File: src/verilog/bcdadj_pkg.sv
// package: constants, states and helpers of the decimal-adjust unit
// assumes one 200 MHz core clock and a synchronous active-low reset
// Functional notes
// RULE1: low nibble above 9 or digit carry set adds 6, else unchanged.
// RULE2: high nibble plus carry-in above 9 or carry set adds 6 plus carry-in.
// RULE3: works on the whole 8-bit accumulator, yields a valid packed-BCD byte; a forced fix of a digit sum of 4 to 9 gives a digit above 9.
// RULE4: operand read only from accumulator, result written only to accumulator.
// RULE5: carry set on high correction overflow or prior carry; other flags kept.
package bcdadj_pkg;

  // datapath widths
  localparam int unsigned ACC_W   = 8;
  localparam int unsigned NIB_W   = 4;
  localparam int unsigned FLAG_W  = 5;

  // decimal correction constants
  localparam logic [3:0] BCD_MAX_DIGIT  = 4'h9;
  localparam logic [3:0] BCD_CORRECTION = 4'h6;

  // status flag bit positions
  localparam int unsigned FLAG_CARRY_BIT    = 0;
  localparam int unsigned FLAG_DIGIT_BIT    = 1;
  localparam int unsigned FLAG_ZERO_BIT     = 2;
  localparam int unsigned FLAG_OVERFLOW_BIT = 3;
  localparam int unsigned FLAG_NEGATIVE_BIT = 4;

  // reset values
  localparam logic [7:0] ACC_RESET  = 8'h00;
  localparam logic [4:0] FLAG_RESET = 5'h00;

  // instruction cycle sequencer, one state per quarter cycle
  typedef enum logic [2:0] {
    BCDADJ_IDLE    = 3'b000,
    BCDADJ_DECODE  = 3'b001,
    BCDADJ_READ    = 3'b010,
    BCDADJ_PROCESS = 3'b011,
    BCDADJ_WRITE   = 3'b100
  } bcdadj_state_t;

  // true when a digit sum (with carry-in) is past the decimal range
  function automatic logic bcdadj_digit_over(input logic [4:0] sum);
    bcdadj_digit_over = (sum > {1'b0, BCD_MAX_DIGIT});
  endfunction

endpackage

File: src/verilog/bcdadj_nibble_fix.sv
// single-digit decimal correction, purely combinational
// assumes the caller registers the digit and carry it produces
`timescale 1ns/100ps
module bcdadj_nibble_fix (
  // digit in
  input  wire logic [3:0] i_digit,
  input  wire logic       i_carry_in,
  input  wire logic       i_force,
  // digit out
  output logic      [3:0] o_digit,
  output logic            o_carry,
  output logic            o_corrected
);

  logic [4:0] sum_in;
  logic [4:0] total;

  always_comb begin
    sum_in      = {1'b0, i_digit} + {4'h0, i_carry_in};
    o_corrected = i_force | bcdadj_pkg::bcdadj_digit_over(sum_in);
    if (o_corrected) begin
      total = sum_in + {1'b0, bcdadj_pkg::BCD_CORRECTION};
    end else begin
      total = sum_in;
    end
    o_digit = total[3:0];
    o_carry = total[4];
  end

endmodule

File: src/verilog/bcdadj_unit.sv
// decimal-adjust unit: accumulator, status flags and a four-phase
// instruction sequencer that corrects the accumulator to packed BCD
// assumes the decoder pulses the issue strobe only while not busy and
// that all inputs come from logic on the core clock
`timescale 1ns/100ps
module bcdadj_unit (
  // clock and reset
  input  wire logic       i_sys_clk,
  input  wire logic       i_reset_n,
  // decoder issue
  input  wire logic       i_decimal_adjust_instr,
  // core accumulator load
  input  wire logic       i_acc_wr,
  input  wire logic [7:0] i_acc_wdata,
  // core status load
  input  wire logic       i_flag_wr,
  input  wire logic [4:0] i_flag_wdata,
  // sequencer status
  output logic            o_busy,
  output logic            o_done,
  // accumulator and flags
  output logic      [7:0] o_acc,
  output logic            o_carry_flag,
  output logic            o_digit_carry_flag,
  output logic            o_zero_flag,
  output logic            o_overflow_flag,
  output logic            o_negative_flag,
  // last correction applied
  output logic            o_lo_corrected,
  output logic            o_hi_corrected
);

  bcdadj_pkg::bcdadj_state_t state;
  bcdadj_pkg::bcdadj_state_t next_state;

  logic [7:0] acc;
  logic [4:0] flags;

  // operand snapshot taken in the read phase
  logic [7:0] operand;
  logic       operand_carry;
  logic       operand_digit;

  // corrected value held from process to write phase
  logic [7:0] result;
  logic       result_carry;
  logic       result_lo_fix;
  logic       result_hi_fix;

  // correction datapath
  logic [3:0] lo_digit;
  logic       lo_carry;
  logic       lo_fix;
  logic [3:0] hi_digit;
  logic       hi_carry;
  logic       hi_fix;

  logic       core_load_ok;

  // phase strobes decoded once from the sequencer state
  logic       phase_idle;
  logic       phase_read;
  logic       phase_process;
  logic       phase_write;
  logic       issue_take;

  // true while the sequencer sits in the given phase
  function automatic logic in_phase(
    input bcdadj_pkg::bcdadj_state_t now,
    input bcdadj_pkg::bcdadj_state_t want
  );
    in_phase = (now == want);
  endfunction

  assign phase_idle    = in_phase(state, bcdadj_pkg::BCDADJ_IDLE);
  assign phase_read    = in_phase(state, bcdadj_pkg::BCDADJ_READ);
  assign phase_process = in_phase(state, bcdadj_pkg::BCDADJ_PROCESS);
  assign phase_write   = in_phase(state, bcdadj_pkg::BCDADJ_WRITE);
  // a new adjust is taken only from idle, repeats while busy are dropped
  assign issue_take    = phase_idle && i_decimal_adjust_instr;

  // sequencer
  always_comb begin
    next_state = state;
    case (state)
      bcdadj_pkg::BCDADJ_IDLE: begin
        if (issue_take) begin
          next_state = bcdadj_pkg::BCDADJ_DECODE;
        end
      end
      bcdadj_pkg::BCDADJ_DECODE: begin
        next_state = bcdadj_pkg::BCDADJ_READ;
      end
      bcdadj_pkg::BCDADJ_READ: begin
        next_state = bcdadj_pkg::BCDADJ_PROCESS;
      end
      bcdadj_pkg::BCDADJ_PROCESS: begin
        next_state = bcdadj_pkg::BCDADJ_WRITE;
      end
      bcdadj_pkg::BCDADJ_WRITE: begin
        next_state = bcdadj_pkg::BCDADJ_IDLE;
      end
      default: begin
        next_state = bcdadj_pkg::BCDADJ_IDLE;
      end
    endcase
  end

  always_ff @(posedge i_sys_clk) begin
    if (!i_reset_n) begin
      state <= bcdadj_pkg::BCDADJ_IDLE;
    end else begin
      state <= next_state;
    end
  end

  // core loads are held off while an adjust owns the accumulator
  assign core_load_ok = phase_idle;

  // read phase: operand comes from the accumulator alone
  always_ff @(posedge i_sys_clk) begin
    if (!i_reset_n) begin
      operand <= bcdadj_pkg::ACC_RESET;
    end else if (phase_read) begin
      operand <= acc; // RULE4
    end
  end

  // read phase: carry and digit carry captured with the operand
  always_ff @(posedge i_sys_clk) begin
    if (!i_reset_n) begin
      operand_carry <= 1'b0;
      operand_digit <= 1'b0;
    end else if (phase_read) begin
      operand_carry <= flags[bcdadj_pkg::FLAG_CARRY_BIT];
      operand_digit <= flags[bcdadj_pkg::FLAG_DIGIT_BIT];
    end
  end

  // low digit: forced by digit carry, else only when above nine
  bcdadj_nibble_fix u_lo_fix (
    .i_digit     (operand[3:0]),
    .i_carry_in  (1'b0),
    .i_force     (operand_digit),
    .o_digit     (lo_digit),
    .o_carry     (lo_carry),
    .o_corrected (lo_fix)
  ); // RULE1

  // high digit: takes the low correction carry, forced by carry flag
  bcdadj_nibble_fix u_hi_fix (
    .i_digit     (operand[7:4]),
    .i_carry_in  (lo_carry),
    .i_force     (operand_carry),
    .o_digit     (hi_digit),
    .o_carry     (hi_carry),
    .o_corrected (hi_fix)
  ); // RULE2

  // process phase: whole byte corrected as one value
  always_ff @(posedge i_sys_clk) begin
    if (!i_reset_n) begin
      result       <= bcdadj_pkg::ACC_RESET;
      result_carry <= 1'b0;
    end else if (phase_process) begin
      result       <= {hi_digit, lo_digit}; // RULE3
      result_carry <= hi_carry | operand_carry; // RULE5
    end
  end

  // process phase: which digits needed a correction
  always_ff @(posedge i_sys_clk) begin
    if (!i_reset_n) begin
      result_lo_fix <= 1'b0;
      result_hi_fix <= 1'b0;
    end else if (phase_process) begin
      result_lo_fix <= lo_fix;
      result_hi_fix <= hi_fix;
    end
  end

  // accumulator: write phase wins, core loads only when idle
  always_ff @(posedge i_sys_clk) begin
    if (!i_reset_n) begin
      acc <= bcdadj_pkg::ACC_RESET;
    end else if (phase_write) begin
      acc <= result; // RULE4
    end else if (core_load_ok && i_acc_wr) begin
      acc <= i_acc_wdata;
    end
  end

  // status flags: adjust touches carry only
  always_ff @(posedge i_sys_clk) begin
    if (!i_reset_n) begin
      flags <= bcdadj_pkg::FLAG_RESET;
    end else if (phase_write) begin
      flags[bcdadj_pkg::FLAG_CARRY_BIT] <= result_carry; // RULE5
    end else if (core_load_ok && i_flag_wr) begin
      flags <= i_flag_wdata;
    end
  end

  // record of the last correction, updated with the write-back
  always_ff @(posedge i_sys_clk) begin
    if (!i_reset_n) begin
      o_lo_corrected <= 1'b0;
      o_hi_corrected <= 1'b0;
    end else if (phase_write) begin
      o_lo_corrected <= result_lo_fix;
      o_hi_corrected <= result_hi_fix;
    end
  end

  // outputs
  assign o_busy             = !phase_idle;
  assign o_done             = phase_write;
  assign o_acc              = acc;
  assign o_carry_flag       = flags[bcdadj_pkg::FLAG_CARRY_BIT];
  assign o_digit_carry_flag = flags[bcdadj_pkg::FLAG_DIGIT_BIT];
  assign o_zero_flag        = flags[bcdadj_pkg::FLAG_ZERO_BIT];
  assign o_overflow_flag    = flags[bcdadj_pkg::FLAG_OVERFLOW_BIT];
  assign o_negative_flag    = flags[bcdadj_pkg::FLAG_NEGATIVE_BIT];

endmodule
File: config.mk
export PLATFORM = sky130hd
export DESIGN_NAME = bcdadj_unit
export DESIGN_NICKNAME = d
export VERILOG_FILES = /design/src/verilog/bcdadj_pkg.sv /design/src/verilog/bcdadj_nibble_fix.sv /design/src/verilog/bcdadj_unit.sv
export SDC_FILE = /design/constraint.sdc
export NUM_CORES = 1
export LEC_CHECK = 0
export BUFFER_PORTS_ARGS = -buffer_cell sky130_fd_sc_hd__buf_2
export CAP_MARGIN = 25
export CORE_ASPECT_RATIO = 1.1
export CORE_MARGIN = 1
export CORE_UTILIZATION = 54
export DETAILED_ROUTE_END_ITERATION = 8
export HOLD_SLACK_MARGIN = 0.15
export MAX_ROUTING_LAYER = met4
export PLACE_DENSITY_LB_ADDON = 0.05
export SKIP_LAST_GASP = 1
export SLEW_MARGIN = 5
export SYNTH_ARGS = -nofsm -noshare
export SYNTH_HDL_FRONTEND = slang
export SYNTH_SLANG_ARGS = --single-unit
File: constraint.sdc
create_clock -name i_sys_clk -period 3 [get_ports i_sys_clk]
set_clock_uncertainty 0.2 [all_clocks]
set_input_delay 0.75 -clock i_sys_clk [delete_from_list [all_inputs] [get_ports i_sys_clk]]
set_output_delay 0.75 -clock i_sys_clk [all_outputs]
set_load 0.01 [all_outputs]
==> Word-level counts from Yosys, hierarchy flattened <==
Cells that the tools add are included.
{ "totals": {"output_inout_bits": 17, "mem_count": 0, "ff_bits": 39, "rom_bits": 0, "wordCells": 43, "latch_bits": 0, "ram_bits": 0} }
{ "op_classes": {"n_reduce_logical": 8, "n_mux": 8, "n_div": 0, "n_bitwise": 4, "order_cmp": 2, "n_mul": 0, "n_eq_ne": 5, "addsub": 3, "shifts": 0} }
{ "ops": {"columns": ["op", "n"], "rows": [
  ["2-to-1 mux 8 bit", 2],
  ["case mux 3 bit (4 select lines)", 1],
  ["2-to-1 mux 5 bit", 2],
  ["== test 3 x 2 -> 1 bit (second input constant)", 2],
  ["adder 4 x 1 -> 5 bit", 1],
  ["adder 4 x 3 -> 5 bit (second input constant)", 1],
  ["adder 5 x 3 -> 5 bit (second input constant)", 1],
  ["greater-than comparator 5 x 4 -> 1 bit (second input constant)", 1],
  ["greater-than comparator 4 bit (second input constant)", 1],
  ["nonzero test 2 bit", 2],
  ["== test 3 x 1 -> 1 bit (second input constant)", 1],
  ["== test 3 bit (second input constant)", 1],
  ["logical AND 1 bit", 3],
  ["logical NOT 3 bit", 1],
  ["2-to-1 mux 3 bit", 1],
  ["bitwise OR 1 bit", 3],
  ["2-to-1 mux 1 bit", 2],
  ["!= test 2 x 1 -> 1 bit (second input constant)", 1],
  ["AND reduction 2 bit", 1],
  ["logical NOT 1 bit", 1],
  ["inverter 1 bit", 1]
]} }

==> Longest topological paths before layout <==
{ "depth": {"depth_word": 8, "mapped_depth": 9, "mapped_depth_nobuf": 9} }

==> Cells and area by module <==
A second synthesis with hierarchy kept.
{ "hier_totals": {"hier_cells": 227, "area_unflattened_um2": 2079.5} }
{ "modules_own_cells": {"columns": ["module", "area_per_inst_um2", "seq_area_each_um2", "n_inst", "cells_each"], "rows": [
  ["bcdadj_unit", 1641.6, 780.7, 1, 175],
  ["bcdadj_nibble_fix", 219.0, 0.0, 2, 26]
]} }

==> Worst setup path before layout <==
No wires, ideal clock.
{ "synth_timing": {"path_type": "register -> register", "start": "register operand[1]", "end": "register result[5]", "n_path_buf": 0, "setup_ns": 0.125, "t_required_ns": 2.675, "t_arrival_ns": 2.130, "stages_incl_launch_ff": 10, "setup_slack_ns": 0.545, "synth_period_minus_slack_ns": 2.455, "path_cell_list": "dfxtp_1 -> o21a_1 -> ha_1 -> ha_1 -> inv_1 -> ha_1 -> nor2b_1 -> mux2_4 -> a2111oi_4 -> nor3_1"} }
{ "synth_between": {"elab_chain_len": 7} }
{ "synth_lines": {"columns": ["item", "line_no", "text"], "rows": [
  ["start: declaration", "bcdadj_unit.sv:40", "logic [7:0] operand;"],
  ["start signal: assignment", "bcdadj_unit.sv:123", "operand <= bcdadj_pkg::ACC_RESET;"],
  ["greater-than comparator 4 bit", "bcdadj_pkg.sv:42", "bcdadj_digit_over = (sum > {1'b0, BCD_MAX_DIGIT});"],
  ["bitwise OR 1 bit", "bcdadj_nibble_fix.sv:20", "o_corrected = i_force | bcdadj_pkg::bcdadj_digit_over(sum_in);"],
  ["2-to-1 mux 5 bit (*)", "bcdadj_nibble_fix.sv:21", "if (o_corrected) begin"],
  ["adder 4 x 1 -> 5 bit (*)", "bcdadj_nibble_fix.sv:19", "sum_in = {1'b0, i_digit} + {4'h0, i_carry_in};"],
  ["greater-than comparator 5 x 4 -> 1 bit", "bcdadj_pkg.sv:42", null],
  ["bitwise OR 1 bit", "bcdadj_nibble_fix.sv:20", null],
  ["2-to-1 mux 5 bit (*)", "bcdadj_nibble_fix.sv:21", null],
  ["end signal: assignment", "bcdadj_unit.sv:163", "result <= bcdadj_pkg::ACC_RESET;"],
  ["end signal: assignment", "bcdadj_unit.sv:166", "result <= {hi_digit, lo_digit};"],
  ["end: declaration", "bcdadj_unit.sv:45", "logic [7:0] result;"]
]} }
Mark *: on every way between the ends. The rest lies on a longest branch, timed or not.
A chain may end at the register's enable or synchronous reset.

==> Worst setup path in the final report <==
{ "layout_timing": {"start": "register operand[3]", "end": "register result[5]"} }
The elaborated chain is that of the path after synthesis.

==> reports/qor.yml <==
cts_num_sinks: 39
p_per_area_mw_per_mm2: 473
violations: "DRC"
grt_start_max_net_pins: 39
cp_cell_sequence: "o21a_1, ha_1, ha_1, xnor2_1, ha_1, nor2b_1, mux2_4, a2111oi_4, nor3_1"
first_pass_iters: 6
start_kind: "flip-flop"
peakVddDrop_mv: 0.348
drt_first_iter_violations: 91
crit_type: "reg -> reg"
finalWirelength_mm: 3.92
p_leak_nw: 0.861
die_y_um: 63.1
finalNonFillerCells: 255
tightest_slew_ps: 729
crit_top_cell: "ha_1"
nFillCells: 280
slowest_delay_ps: 390
antenna_found_initial: 0
io_pins: 35
whs_ps: 271
layout.nets: 242
critPathRequiredTime_ps: 3030
synth_edf_count: 0
syn-cell-area_mm2: 0.00183
drc_errors: 3
setup_tns_ps: 0
grt_overflow_total: 0
portBuffers: 34
drv_slew: 0
dr_total_vias: 1483
dpl.cell_count: 247
cp.arrival_ps: 2710
synth.distinct_cells: 44
postSynthAreaPerCell_um2: 9.71
cts_setup_buffers: 0
rsz0062_at_grt: "false"
clock.fmax_mhz: 372
rows: 21
dieArea_mm2: 0.00363
numCtsBuffers: 5
ys.flop_type: "dfxtp_1"
synth_nets: 211
cp-end-kind: "flip-flop"
hold_class: "reg -> reg"
cts_tree: "done"
gp_congestion: 0.849
fin_crit_ps: 2690
viasPerCell: 5.82
ctsResizeCount: 0
cts.clk_slew.worst_paths_ps: 100
initial_utilization_pct: 58.7
num_antenna_cells: 0
wire_per_inst_um: 15.4
clk_latency_ps: 340
first_global_vias: 1417
dpl.hpwl_mm: 2.78
grt_usage_pct: 24.3
final_layout_size_suffix_gt1_share_pct: 22.2
cts.hold.buffers_added: 0
clockBufferDepth: 2
max_cap_violations: 0
async_reset_ff_share_pct: 0
status: "finished, violations left"
grt_pass1_wl_mm: 6.67
yosys_warnings: 0
netlist_instances: 189
setup_viol: 0
synth-seq-cells: 39
die_x_um: 57.6
crit_fanout: 7
slowest_stage: "dfxtp_1"
fin_util_pct: 65.3
core_mm2: 0.00313
hold_violations: 0
relSlewSlack_pct: 51.0
cts_root_buffer: "clkbuf_4"
fin_crit_sh_pct: 89.6
area_delta_synth_final_pct: 11.3
ant_nets: 0
seq_area_frac_synth_pct: 42.6
h-tree-depth: 2
-- power breakdown --
group	internal (mW)	leakage [nW]	switching (mW)	total, mW
clock network	0.0914	0.0293	0.161	0.252
registers	0.542	0.317	0.0247	0.566
logic	0.0695	0.515	0.0775	0.147
total	0.702	0.861	0.263	0.965
-- critical path: cells and delay by family (launching register included) --
kind                       cells  cell delay (ps)
adders and majority gates      3              740
AOI/OAI and AO/OA              2              590
DFF                            1              390
muxes                          1              320
xor gates and xnor gates       1              180
and+or+nand+nor                2              150
-- per-stage QoR --
| stage | setup slack (ps) | area (um^2) | power (mW) |
|---|---|---|---|
| 6_report | 311 | 2040 | 0.965 |
| 2_1_floorplan | 545 | 1830 | 0.679 |
| 5_1_grt | 115 | 2040 | 1.02 |
| 3_5_place_dp | 342 | 1990 | 0.725 |
| 4_1_cts | 312 | 2040 | 0.975 |
| 3_3_place_gp | 471 | 1990 | 0.719 |
-- metal layers --
layer	global-route usage [%]	up-vias	wire length, um
met5	-	-	0
met4	4.57	0	36
met3	6.37	5	194
met2	38.5	44	1890
met1	31.4	697	1800
li1	-	737	-
-- final timing paths --
path | start | to | cells past startpoint | slack, ps
max | operand[3] | result[5] | 9 | 310
min | result[2] | result[2] | 2 | 270
max reg2reg | operand[3] | result[5] | 9 | 310
min reg2reg | result[2] | result[2] | 2 | 270
-- placed cells by master (no fill, tap or decap), types with 2 or more instances in the layout --
master,instances
a21oi_1,7
inv_1,7
xor2_1,2
dfxtp_1,39
o21a_1,2
buf_2,34
o211a_1,2
a21boi_0,6
mux2i_1,13
nor3_1,3
xnor2_1,2
or3_1,2
clkbuf_4,5
a222oi_1,8
nand3_1,4
ha_1,4
o311ai_0,2
nand2_1,16
nor2_1,8
clkbuf_1,2
o21ai_0,6
nor2b_1,24
-- final cells by class --
type / instances / area, um^2 / area share, %
multi-input cells: 132 / 963 / 47.2
flip-flops and latches: 39 / 781 / 38.3
repair buffers: 35 / 178 / 8.71
clock buffers: 7 / 45.0 / 2.21
well taps: 34 / 42.5 / 2.08
inverters: 7 / 26.3 / 1.29
clock inverters: 1 / 5.00 / 0.245
-- cells by family (layout without fill, tap and decap cells) --
logic type / Yosys count / count (layout) / share of synthesized area (%)
simple gates: 66 / 66 / 20.9
compound gates: 44 / 44 / 19.1
flops: 39 / 39 / 42.6
buf+inv: 18 / 50 / 4.91
mux: 14 / 14 / 7.91
fa+ha+maj: 4 / 4 / 2.73
xor+xnor: 4 / 4 / 1.91
-- cell usage after synthesis (2+ instances only) --
cell type / n / share of area, %
nor2b_1: 24 / 8.2
nor2_1: 8 / 1.6
xnor2_1: 2 / 0.96
inv_1: 7 / 1.4
o21a_1: 2 / 0.82
o21ai_0: 6 / 1.6
buf_2: 3 / 0.82
o211a_1: 2 / 1.1
o311ai_0: 2 / 0.96
or3_1: 2 / 0.68
ha_1: 4 / 2.7
mux2i_1: 13 / 7.1
nand3_1: 4 / 1.1
buf_6: 2 / 1.2
clkbuf_1: 5 / 1.0
a21oi_1: 7 / 1.9
nand2_1: 16 / 3.3
nor3_1: 3 / 0.82
xor2_1: 2 / 0.96
dfxtp_1: 39 / 43
a21boi_0: 6 / 2.5
a222oi_1: 8 / 4.4
-- flip-flops by register name, indices dropped and copies added, names as in the netlist --
name	cells
operand_digit	1
operand_carry	1
result_carry	1
result	8
o_acc	8
state	3
o_lo_corrected	1
result_lo_fix	1
flags	5
result_hi_fix	1
operand	8
o_hi_corrected	1
Power figures use the tool's default switching activity.
